## src/res_defs.svh

```systemverilog
`ifndef RES_DEFS_SVH
`define RES_DEFS_SVH

// Register byte offsets
`define RES_OFS_CTRL 8'h00
`define RES_OFS_FIXED 8'h04
`define RES_OFS_LONG 8'h08
`define RES_OFS_SWEEP 8'h0c
`define RES_OFS_LIMITS 8'h10
`define RES_OFS_STATUS 8'h14

// Control register fields
`define RES_CTRL_OVERRIDE_BIT 0
`define RES_CTRL_MODE_LSB 1
// Sweep register fields
`define RES_SWEEP_UPPER_LSB 0
`define RES_SWEEP_OFFSET_LSB 4
`define RES_SWEEP_SIGN_BIT 8

// Reset values
`define RES_RST_UPPER 4'h8
`define RES_RST_LIMIT 8'h40
`define RES_RST_FIXED 16'h0000
`define RES_RST_LONG 8'h00

// Bus answers
`define RES_RESP_OKAY 2'h0
`define RES_RESP_SLVERR 2'h2

// Settle time per trial setting
`define RES_SETTLE_NS 1000
`define RES_CLK_NS 10
`define RES_SETTLE_CYC ((`RES_SETTLE_NS + `RES_CLK_NS - 1) / `RES_CLK_NS)

`define RES_MAX_INDEX 4'hf

`endif

```

## src/res_pkg.sv

```systemverilog
`default_nettype none
package res_pkg;

  typedef enum logic [1:0] {
    RES_MODE_FIXED = 2'b00,
    RES_MODE_FAST = 2'b01,
    RES_MODE_FULL = 2'b10,
    RES_MODE_RSVD = 2'b11
  } res_mode_t;

  typedef enum logic [1:0] {
    RES_AD_IDLE = 2'b00,
    RES_AD_SETTLE = 2'b01,
    RES_AD_JUDGE = 2'b10
  } res_ad_state_t;

endpackage
`default_nettype wire

```

## src/res_adapt_if.sv

```systemverilog
`default_nettype none
interface res_adapt_if;
  logic start;
  logic full_mode;
  logic [3:0] upper;
  logic [3:0] offset;
  logic sign;
  logic [7:0] limit;
  logic [3:0] fixed_set;
  logic [3:0] long_set;
  logic [7:0] eye_height;
  logic [3:0] setting;
  logic busy;
  logic done;
  logic short_ch;

  modport eng (
    input start, full_mode, upper, offset, sign, limit, fixed_set, long_set, eye_height,
    output setting, busy, done, short_ch
  );
  modport ctl (
    output start, full_mode, upper, offset, sign, limit, fixed_set, long_set, eye_height,
    input setting, busy, done, short_ch
  );
endinterface
`default_nettype wire

```

## src/res_strap_sample.sv

```systemverilog
`include "res_defs.svh"
`default_nettype none
module res_strap_sample (
  input wire logic aclk,
  input wire logic aresetn,
  input wire logic enable_pin,
  input wire logic [1:0] conn_strap_high,
  input wire logic [1:0] conn_strap_low,
  input wire logic [1:0] host_strap_high,
  input wire logic [1:0] host_strap_low,
  input wire logic adaptive_disable_strap,
  input wire logic pin_strap_mode,
  output logic [3:0] conn_index,
  output logic [3:0] host_index,
  output logic adapt_disabled,
  output logic strap_mode,
  output logic sampled
);
  import res_pkg::*;

  typedef struct packed {
    logic [10:0] s1;
    logic [10:0] s2;
    logic en_d;
    logic [3:0] conn_idx;
    logic [3:0] host_idx;
    logic adis;
    logic pmode;
    logic done;
  } res_strap_state_t;

  res_strap_state_t st_reg, st_next;

  always_comb begin
    st_next = st_reg;
    st_next.s1 = {enable_pin, conn_strap_high, conn_strap_low, host_strap_high,
                  host_strap_low, adaptive_disable_strap, pin_strap_mode};
    st_next.s2 = st_reg.s1;
    st_next.en_d = st_reg.s2[10];
    // Capture once per enable rise; levels hold afterwards
    if (st_reg.s2[10] && !st_reg.en_d) begin
      st_next.conn_idx = {st_reg.s2[9:8], st_reg.s2[7:6]};
      st_next.host_idx = {st_reg.s2[5:4], st_reg.s2[3:2]};
      st_next.adis = st_reg.s2[1];
      st_next.pmode = st_reg.s2[0];
      st_next.done = 1'b1;
    end
  end

  always_ff @(posedge aclk) begin
    if (!aresetn) begin
      st_reg <= '0;
    end else begin
      st_reg <= st_next;
    end
  end

  assign conn_index = st_reg.conn_idx;
  assign host_index = st_reg.host_idx;
  assign adapt_disabled = st_reg.adis;
  assign strap_mode = st_reg.pmode;
  assign sampled = st_reg.done;
endmodule
`default_nettype wire

```

## src/res_adapt_engine.sv

```systemverilog
`include "res_defs.svh"
`default_nettype none
module res_adapt_engine #(
  parameter int SETTLE_CYC = `RES_SETTLE_CYC
) (
  input wire logic aclk,
  input wire logic aresetn,
  res_adapt_if.eng ad
);
  import res_pkg::*;

  localparam int CW = $clog2(SETTLE_CYC + 1);

  typedef struct packed {
    res_ad_state_t st;
    logic [3:0] idx;
    logic [3:0] best;
    logic [7:0] best_eye;
    logic [CW-1:0] cnt;
    logic [3:0] result;
    logic busy;
    logic done;
    logic short_ch;
  } res_eng_state_t;

  res_eng_state_t e_reg, e_next;
  logic [4:0] sum;

  always_comb begin
    e_next = e_reg;
    sum = {1'b0, e_reg.best} + {1'b0, ad.offset};
    unique case (e_reg.st)
      RES_AD_IDLE: begin
        if (ad.start) begin
          e_next.idx = ad.full_mode ? 4'h0 : ad.fixed_set;
          e_next.best = 4'h0;
          e_next.best_eye = 8'h00;
          e_next.cnt = '0;
          e_next.busy = 1'b1;
          e_next.done = 1'b0;
          e_next.st = RES_AD_SETTLE;
        end
      end
      RES_AD_SETTLE: begin
        e_next.cnt = e_reg.cnt + CW'(1);
        if (e_reg.cnt == CW'(SETTLE_CYC - 1)) begin
          e_next.st = RES_AD_JUDGE;
        end
      end
      RES_AD_JUDGE: begin
        if (ad.full_mode) begin
          if (e_reg.idx == 4'h0 || ad.eye_height > e_reg.best_eye) begin
            e_next.best = e_reg.idx;
            e_next.best_eye = ad.eye_height;
          end
          // Last step judged next cycle is not needed: finish here
          if (e_reg.idx >= ad.upper || e_reg.idx == `RES_MAX_INDEX) begin
            e_next.st = RES_AD_IDLE;
            e_next.busy = 1'b0;
            e_next.done = 1'b1;
          end else begin
            e_next.idx = e_reg.idx + 4'h1;
            e_next.cnt = '0;
            e_next.st = RES_AD_SETTLE;
          end
        end else begin
          // Eye at or above limit means short channel
          e_next.short_ch = (ad.eye_height >= ad.limit);
          e_next.result = (ad.eye_height >= ad.limit) ? ad.fixed_set : ad.long_set;
          e_next.st = RES_AD_IDLE;
          e_next.busy = 1'b0;
          e_next.done = 1'b1;
        end
      end
      default: begin
        e_next.st = RES_AD_IDLE;
        e_next.busy = 1'b0;
      end
    endcase
    // Offset applied once the sweep has its best index
    if (e_reg.st == RES_AD_JUDGE && ad.full_mode && e_next.done) begin
      if (e_reg.idx == 4'h0 || ad.eye_height > e_reg.best_eye) begin
        sum = {1'b0, e_reg.idx} + {1'b0, ad.offset};
        if (!ad.sign) begin
          e_next.result = sum[4] ? `RES_MAX_INDEX : sum[3:0];
        end else begin
          e_next.result = (e_reg.idx < ad.offset) ? 4'h0 : e_reg.idx - ad.offset;
        end
      end else if (!ad.sign) begin
        e_next.result = sum[4] ? `RES_MAX_INDEX : sum[3:0];
      end else begin
        e_next.result = (e_reg.best < ad.offset) ? 4'h0 : e_reg.best - ad.offset;
      end
    end
  end

  always_ff @(posedge aclk) begin
    if (!aresetn) begin
      e_reg <= '0;
    end else begin
      e_reg <= e_next;
    end
  end

  assign ad.setting = e_reg.busy ? e_reg.idx : e_reg.result;
  assign ad.busy = e_reg.busy;
  assign ad.done = e_reg.done;
  assign ad.short_ch = e_reg.short_ch;
endmodule
`default_nettype wire

```

## src/res_top.sv

```systemverilog
// The register addresses and register access over AXI4-Lite were decided locally.
`include "res_defs.svh"
`default_nettype none
module res_top #(
  parameter int SETTLE_CYC = `RES_SETTLE_CYC
) (
  input wire logic aclk,
  input wire logic aresetn,
  input wire logic [7:0] s_axi_awaddr,
  input wire logic s_axi_awvalid,
  output logic s_axi_awready,
  input wire logic [31:0] s_axi_wdata,
  input wire logic [3:0] s_axi_wstrb,
  input wire logic s_axi_wvalid,
  output logic s_axi_wready,
  output logic [1:0] s_axi_bresp,
  output logic s_axi_bvalid,
  input wire logic s_axi_bready,
  input wire logic [7:0] s_axi_araddr,
  input wire logic s_axi_arvalid,
  output logic s_axi_arready,
  output logic [31:0] s_axi_rdata,
  output logic [1:0] s_axi_rresp,
  output logic s_axi_rvalid,
  input wire logic s_axi_rready,
  input wire logic enable_pin,
  input wire logic pin_strap_mode,
  input wire logic [1:0] conn_strap_high,
  input wire logic [1:0] conn_strap_low,
  input wire logic [1:0] host_strap_high,
  input wire logic [1:0] host_strap_low,
  input wire logic adaptive_disable_strap,
  input wire logic [1:0] adapt_start,
  input wire logic [7:0] conn_eye_height_lane1,
  input wire logic [7:0] conn_eye_height_lane2,
  output logic [3:0] conn_rx_lane1_setting,
  output logic [3:0] conn_rx_lane2_setting,
  output logic [3:0] host_rx_lane1_setting,
  output logic [3:0] host_rx_lane2_setting
);
  import res_pkg::*;

  typedef struct packed {
    logic aw_rdy;
    logic w_rdy;
    logic aw_got;
    logic w_got;
    logic [7:0] awaddr;
    logic [31:0] wdata;
    logic [3:0] wstrb;
    logic bvalid;
    logic [1:0] bresp;
    logic ar_rdy;
    logic rvalid;
    logic [31:0] rdata;
    logic [1:0] rresp;
    logic override;
    res_mode_t mode;
    logic [15:0] fixed;
    logic [7:0] long_set;
    logic [3:0] upper;
    logic [3:0] offset;
    logic sign;
    logic [7:0] limit;
    logic [15:0] out_set;
  } res_top_state_t;

  res_top_state_t r_reg, r_next;

  logic [3:0] strap_conn;
  logic [3:0] strap_host;
  logic strap_adis;
  logic strap_pmode;
  logic strap_done;
  logic [1:0] full_en;
  logic [1:0] fast_en;
  logic [1:0] eng_busy;
  logic [1:0] eng_done;
  logic [1:0] eng_short;
  logic [7:0] eng_setting;
  logic [31:0] ctrl_word;
  logic [31:0] sweep_word;
  logic [31:0] status_word;
  logic [31:0] merged;

  function automatic logic [31:0] res_merge(input logic [31:0] old_v,
                                            input logic [31:0] new_v,
                                            input logic [3:0] strb);
    logic [31:0] v;
    v = old_v;
    for (int i = 0; i < 4; i++) begin
      if (strb[i]) begin
        v[i*8 +: 8] = new_v[i*8 +: 8];
      end
    end
    return v;
  endfunction

  ////////////////////////////////////////////////////////////////////////////
  res_strap_sample u_strap (
    .aclk(aclk),
    .aresetn(aresetn),
    .enable_pin(enable_pin),
    .conn_strap_high(conn_strap_high),
    .conn_strap_low(conn_strap_low),
    .host_strap_high(host_strap_high),
    .host_strap_low(host_strap_low),
    .adaptive_disable_strap(adaptive_disable_strap),
    .pin_strap_mode(pin_strap_mode),
    .conn_index(strap_conn),
    .host_index(strap_host),
    .adapt_disabled(strap_adis),
    .strap_mode(strap_pmode),
    .sampled(strap_done)
  );

  ////////////////////////////////////////////////////////////////////////////
  // One adaptation engine per connector lane; host lanes have none
  for (genvar g = 0; g < 2; g++) begin : g_lane
    res_adapt_if ad_if ();
    assign ad_if.start = adapt_start[g] && (full_en[g] || fast_en[g]) && strap_done;
    assign ad_if.full_mode = full_en[g];
    assign ad_if.upper = r_reg.upper;
    assign ad_if.offset = r_reg.offset;
    assign ad_if.sign = r_reg.sign;
    assign ad_if.limit = r_reg.limit;
    assign ad_if.fixed_set = r_reg.fixed[g*4 +: 4];
    assign ad_if.long_set = r_reg.long_set[g*4 +: 4];
    assign ad_if.eye_height = (g == 0) ? conn_eye_height_lane1 : conn_eye_height_lane2;
    assign eng_setting[g*4 +: 4] = ad_if.setting;
    assign eng_busy[g] = ad_if.busy;
    assign eng_done[g] = ad_if.done;
    assign eng_short[g] = ad_if.short_ch;
    res_adapt_engine #(.SETTLE_CYC(SETTLE_CYC)) u_eng (
      .aclk(aclk),
      .aresetn(aresetn),
      .ad(ad_if.eng)
    );
    // Strap mode follows disable strap; register mode follows mode field
    assign full_en[g] = strap_pmode ? !strap_adis : (r_reg.mode == RES_MODE_FULL);
    // Two-choice needs programmed fields, hence override and register mode
    assign fast_en[g] = !strap_pmode && r_reg.override && (r_reg.mode == RES_MODE_FAST);
  end

  ////////////////////////////////////////////////////////////////////////////
  assign ctrl_word = {29'h0, r_reg.mode, r_reg.override};
  assign sweep_word = {23'h0, r_reg.sign, r_reg.offset, r_reg.upper};
  assign status_word = {8'h0, strap_done, strap_pmode, eng_short, eng_done, eng_busy,
                        r_reg.out_set};

  always_comb begin
    r_next = r_reg;
    merged = 32'h0;

    // Write path: address and data taken in either order
    if (s_axi_awvalid && r_reg.aw_rdy) begin
      r_next.aw_got = 1'b1;
      r_next.awaddr = s_axi_awaddr;
    end
    if (s_axi_wvalid && r_reg.w_rdy) begin
      r_next.w_got = 1'b1;
      r_next.wdata = s_axi_wdata;
      r_next.wstrb = s_axi_wstrb;
    end
    if (r_reg.bvalid && s_axi_bready) begin
      r_next.bvalid = 1'b0;
    end
    if (r_reg.aw_got && r_reg.w_got && !r_reg.bvalid) begin
      r_next.aw_got = 1'b0;
      r_next.w_got = 1'b0;
      r_next.bvalid = 1'b1;
      r_next.bresp = `RES_RESP_OKAY;
      unique case (r_reg.awaddr)
        `RES_OFS_CTRL: begin
          merged = res_merge(ctrl_word, r_reg.wdata, r_reg.wstrb);
          r_next.override = merged[`RES_CTRL_OVERRIDE_BIT];
          r_next.mode = res_mode_t'(merged[`RES_CTRL_MODE_LSB +: 2]);
        end
        `RES_OFS_FIXED: begin
          merged = res_merge({16'h0, r_reg.fixed}, r_reg.wdata, r_reg.wstrb);
          r_next.fixed = merged[15:0];
        end
        `RES_OFS_LONG: begin
          merged = res_merge({24'h0, r_reg.long_set}, r_reg.wdata, r_reg.wstrb);
          r_next.long_set = merged[7:0];
        end
        `RES_OFS_SWEEP: begin
          merged = res_merge(sweep_word, r_reg.wdata, r_reg.wstrb);
          r_next.upper = merged[`RES_SWEEP_UPPER_LSB +: 4];
          r_next.offset = merged[`RES_SWEEP_OFFSET_LSB +: 4];
          r_next.sign = merged[`RES_SWEEP_SIGN_BIT];
        end
        `RES_OFS_LIMITS: begin
          merged = res_merge({24'h0, r_reg.limit}, r_reg.wdata, r_reg.wstrb);
          r_next.limit = merged[7:0];
        end
        // Status is read only; writes ignored with OKAY
        `RES_OFS_STATUS: begin
          r_next.bresp = `RES_RESP_OKAY;
        end
        default: begin
          r_next.bresp = `RES_RESP_SLVERR;
        end
      endcase
    end
    r_next.aw_rdy = !r_next.aw_got && !r_next.bvalid;
    r_next.w_rdy = !r_next.w_got && !r_next.bvalid;

    // Read path: one outstanding read
    if (r_reg.rvalid && s_axi_rready) begin
      r_next.rvalid = 1'b0;
    end
    if (s_axi_arvalid && r_reg.ar_rdy) begin
      r_next.rvalid = 1'b1;
      r_next.rresp = `RES_RESP_OKAY;
      unique case (s_axi_araddr)
        `RES_OFS_CTRL: r_next.rdata = ctrl_word;
        `RES_OFS_FIXED: r_next.rdata = {16'h0, r_reg.fixed};
        `RES_OFS_LONG: r_next.rdata = {24'h0, r_reg.long_set};
        `RES_OFS_SWEEP: r_next.rdata = sweep_word;
        `RES_OFS_LIMITS: r_next.rdata = {24'h0, r_reg.limit};
        `RES_OFS_STATUS: r_next.rdata = status_word;
        default: begin
          r_next.rdata = 32'h0;
          r_next.rresp = `RES_RESP_SLVERR;
        end
      endcase
    end
    r_next.ar_rdy = !r_next.rvalid;

    // Setting selection per lane
    for (int l = 0; l < 2; l++) begin
      // Host lanes: fixed field under override in register mode, else own straps
      if (!strap_pmode && r_reg.override) begin
        r_next.out_set[8 + l*4 +: 4] = r_reg.fixed[8 + l*4 +: 4];
      end else begin
        r_next.out_set[8 + l*4 +: 4] = strap_host;
      end
      // Connector lanes: engine setting once an engine has started (trial index while busy, result when done)
      if ((full_en[l] || fast_en[l]) && (eng_busy[l] || eng_done[l])) begin
        r_next.out_set[l*4 +: 4] = eng_setting[l*4 +: 4];
      end else if (!strap_pmode && r_reg.override) begin
        r_next.out_set[l*4 +: 4] = r_reg.fixed[l*4 +: 4];
      end else begin
        r_next.out_set[l*4 +: 4] = strap_conn;
      end
    end
  end

  always_ff @(posedge aclk) begin
    if (!aresetn) begin
      r_reg <= '0;
      r_reg.upper <= `RES_RST_UPPER;
      r_reg.limit <= `RES_RST_LIMIT;
      r_reg.fixed <= `RES_RST_FIXED;
      r_reg.long_set <= `RES_RST_LONG;
      r_reg.mode <= RES_MODE_FIXED;
    end else begin
      r_reg <= r_next;
    end
  end

  ////////////////////////////////////////////////////////////////////////////
  assign s_axi_awready = r_reg.aw_rdy;
  assign s_axi_wready = r_reg.w_rdy;
  assign s_axi_bvalid = r_reg.bvalid;
  assign s_axi_bresp = r_reg.bresp;
  assign s_axi_arready = r_reg.ar_rdy;
  assign s_axi_rvalid = r_reg.rvalid;
  assign s_axi_rdata = r_reg.rdata;
  assign s_axi_rresp = r_reg.rresp;
  assign conn_rx_lane1_setting = r_reg.out_set[3:0];
  assign conn_rx_lane2_setting = r_reg.out_set[7:4];
  assign host_rx_lane1_setting = r_reg.out_set[11:8];
  assign host_rx_lane2_setting = r_reg.out_set[15:12];
endmodule
`default_nettype wire

```

## config.mk

```make
export PLATFORM = sky130hd
export DESIGN_NAME = res_top
export DESIGN_NICKNAME = d
export VERILOG_FILES = /design/src/res_pkg.sv /design/src/res_adapt_if.sv /design/src/res_strap_sample.sv /design/src/res_adapt_engine.sv /design/src/res_top.sv
export VERILOG_INCLUDE_DIRS = /design/src
export SDC_FILE = /design/constraint.sdc
export NUM_CORES = 1
export LEC_CHECK = 0
export BUFFER_PORTS_ARGS = -buffer_cell sky130_fd_sc_hd__buf_2
export CELL_PAD_IN_SITES_DETAIL_PLACEMENT = 1
export CELL_PAD_IN_SITES_GLOBAL_PLACEMENT = 1
export CORE_UTILIZATION = 48
export CTS_CLUSTER_DIAMETER = 100
export CTS_CLUSTER_SIZE = 16
export DETAILED_ROUTE_END_ITERATION = 10
export PLACE_DENSITY = 0.83
export SLEW_MARGIN = 20
export SYNTH_ARGS = -nofsm -noshare
export SYNTH_HDL_FRONTEND = slang
export SYNTH_SLANG_ARGS = --single-unit
```

## constraint.sdc

```tcl
create_clock -name aclk -period 4.3 [get_ports aclk]
set_input_delay 0.86 -clock aclk [delete_from_list [all_inputs] [get_ports aclk]]
set_output_delay 0.86 -clock aclk [all_outputs]
set_load 0.02 [all_outputs]
```

==> metrics <==
Die Y 158 um; CTS hold repair buffers 0; Via density 5.77; Largest register FFs 58; area share of the largest cell type after synthesis between 30% and 40%; num rows 56; Net Sw Power 0.905 mW; worst min path class reg2reg; outcome finished clean; htree depth 1; worst rel slew slack 36.8%; num ports roughly 150; Netlist cell types 82; Comb pwr share 6.3%; pin count of the biggest net entering global routing between 70 and 80; routability cong. 0.882; Mapped Avg Cell Area 8.74 sq um; Syn-to-layout area delta 7.22%; static leakage 5.23 nW; number of synthesized register bits about 220; Util after Layout approximately 53%; DRC viols 0; IO buf count 116; type of origin of the critical path register; Layout Nets about 1600; final clock skew between 0.02 and 0.025 ns; critical path class reg2reg; Antenna Nets Post-Route 0; die area 0.0251 sq mm; crit-path max FO 8; initial antenna violation count 0; commonest non-fill, non-tap cell in the layout dfxtp_1; die width 158 um; Pwr Density 296 mW/mm^2; first-iteration detailed-routing DRC count 550; switching share of power 24.3%; drt wl/cell 19.3 um; Setup Buffers After CTS 0; Post-synth EDFFs 0; worst setup margin between 1 and 1.5 ns; Initial Utilization 49.5%; fmax ~350 MHz; Bufs on Longest Clock Path 3; synth warn 0; sequential area share after synthesis 37.0%; dpl ws between 1 and 1.5 ns; Worst-Margin Slew 0.944 ns; leading area contributor after synthesis dfxtp_1; Reg clk slew, reported paths 0.09 ns; Crit. End Element register; hold slack 0.429 ns; most frequent cells in the layout dfxtp_1, nand2_1, buf_2; CTS tree yes; P_int 2.83 mW; post-DP HPWL 24.6 mm; max-slew violation count 0; Clk pwr share 38.5%; Total GRT Usage between 20% and 30%; root buffer cell clkbuf_16; Period Utilization, post-route 65.6%; sequential group share of total power between 50 and 60%; Clk Latency, worst-skew pair 0.50 ns; Synth Instances 1345; setup TNS 0 ns; Tmin final 2.82 ns; core box area between 0.02 and 0.025 sq mm; Critical Path AT roughly 3.2 ns; # setup viols final 0; grt ovf 0; prevailing post-synth register cell dfxtp_1; CP Data Required Time between 4 and 5 ns; first-pass GRT wire length 51.6 mm; First-pass DRT Iterations 5; Synth area leaders dfxtp_1, ha_1, mux2i_1, nand2_1, a21oi_1; vias in the first global route slightly below 10000; Max Cap Viol 0; RSZ-0062 raised after global routing no; Async S/R FF share, synth 0%; Routed WL 32.9 mm; via count 9815; Hold Vio Cnt, Final 0; VDD IR max about 0.21 mV; clock sinks 217; layout cells sized above 1 13.3%; post_cts resized 0; Syn Std Cell Area around 0.012 sq mm; CTS buffer count 17
[layout make-up]
| cell class | count | area (sq um) |
|---|---|---|
| Inverter | 58 | 220 |
| Fill cell | 2812 | 11200 |
| Multi-Input combinational cell | 964 | 6560 |
| Sequential cell | 217 | 4340 |
| Clock inverter | 1 | 8.76 |
| Clock buffer | 17 | 425 |
| Antenna cell | 1 | 2.50 |
| Tap cell | 319 | 399 |
| Timing Repair Buffer | 124 | 641 |
[cells in the mapped netlist, types with 15 or more instances]
library cell  instances
a211oi_1             27
a21o_1               16
a21oi_1              98
a22o_1               15
a22oi_1              16
and2_1               37
and3_1               16
buf_4                52
clkbuf_1             42
dfxtp_1             217
ha_1                 78
inv_1                56
mux2i_1              82
nand2_1             153
nand3_1              33
nor2_1               95
nor2b_1              27
nor3_1               27
o21ai_0              39
[stage by stage]
stage,cell area (sq um),power (mW),instances
after floorplan,11800,2.26,1354
after global placement,12200,2.33,1682
after detailed placement,12200,2.34,1682
after CTS,12600,3.76,1700
after global routing,12600,3.86,1700
final,12600,3.73,1701
[cell families (layout without fill, tap and decap cells)]
family | after synthesis | in the layout | synth area share (%)
multiplexers | 90 | 90 | 7.75
AND/OR/NAND/NOR | 453 | 453 | 19.2
other | 1 | 11 | 0.0319
flip-flops | 217 | 217 | 37.0
buffers and inverters | 173 | 200 | 7.53
adder cells (fa/ha/maj) | 86 | 86 | 9.67
XOR/XNOR | 22 | 22 | 1.64
AO/OA/AOI/OAI | 303 | 303 | 17.2
[critical path, cell delays in order, from the launching register on]
cell and delay [ns]:
dfxtp_1 0.62, inv_1 0.23, ha_1 0.51, o21ba_2 0.19
nor2_1 0.05, o21ai_0 0.30, o221ai_1 0.23, mux2_2 0.33
a211o_1 0.25
[final timing paths]
check                                         startpoint  slack, ns                                    end  depth (start not counted)
hold / removal            u_strap.st_next[14]$_SDFF_PN0_       0.43          u_strap.st_reg[14]$_SDFF_PN0_                          1
setup reg to reg  g_lane[0].ad_if.offset[2]$_SDFFE_PN0P_       1.48  g_lane[1].u_eng.e_reg[5]$_SDFFE_PN0P_                          8
setup / recovery  g_lane[0].ad_if.offset[2]$_SDFFE_PN0P_       1.48  g_lane[1].u_eng.e_reg[5]$_SDFFE_PN0P_                          8
hold reg to reg           u_strap.st_next[14]$_SDFF_PN0_       0.43          u_strap.st_reg[14]$_SDFF_PN0_                          1
[per-layer routing]
layer,track usage [%],part of all wire (%)
met1,34.5,45
met2,45.2,48
met3,3.46,5.1
met4,6.41,2.1
met5,0,0
[power groups by stage]
stage	Combinational (mW)	Sequential [mW]	Clock [mW]
after floorplan	0.154	2.10	0
after global placement	0.226	2.11	0
after detailed placement	0.234	2.11	0
after CTS	0.235	2.06	1.47
after global routing	0.259	2.06	1.54
final	0.234	2.06	1.44
(Power assumes the default switching activity.)
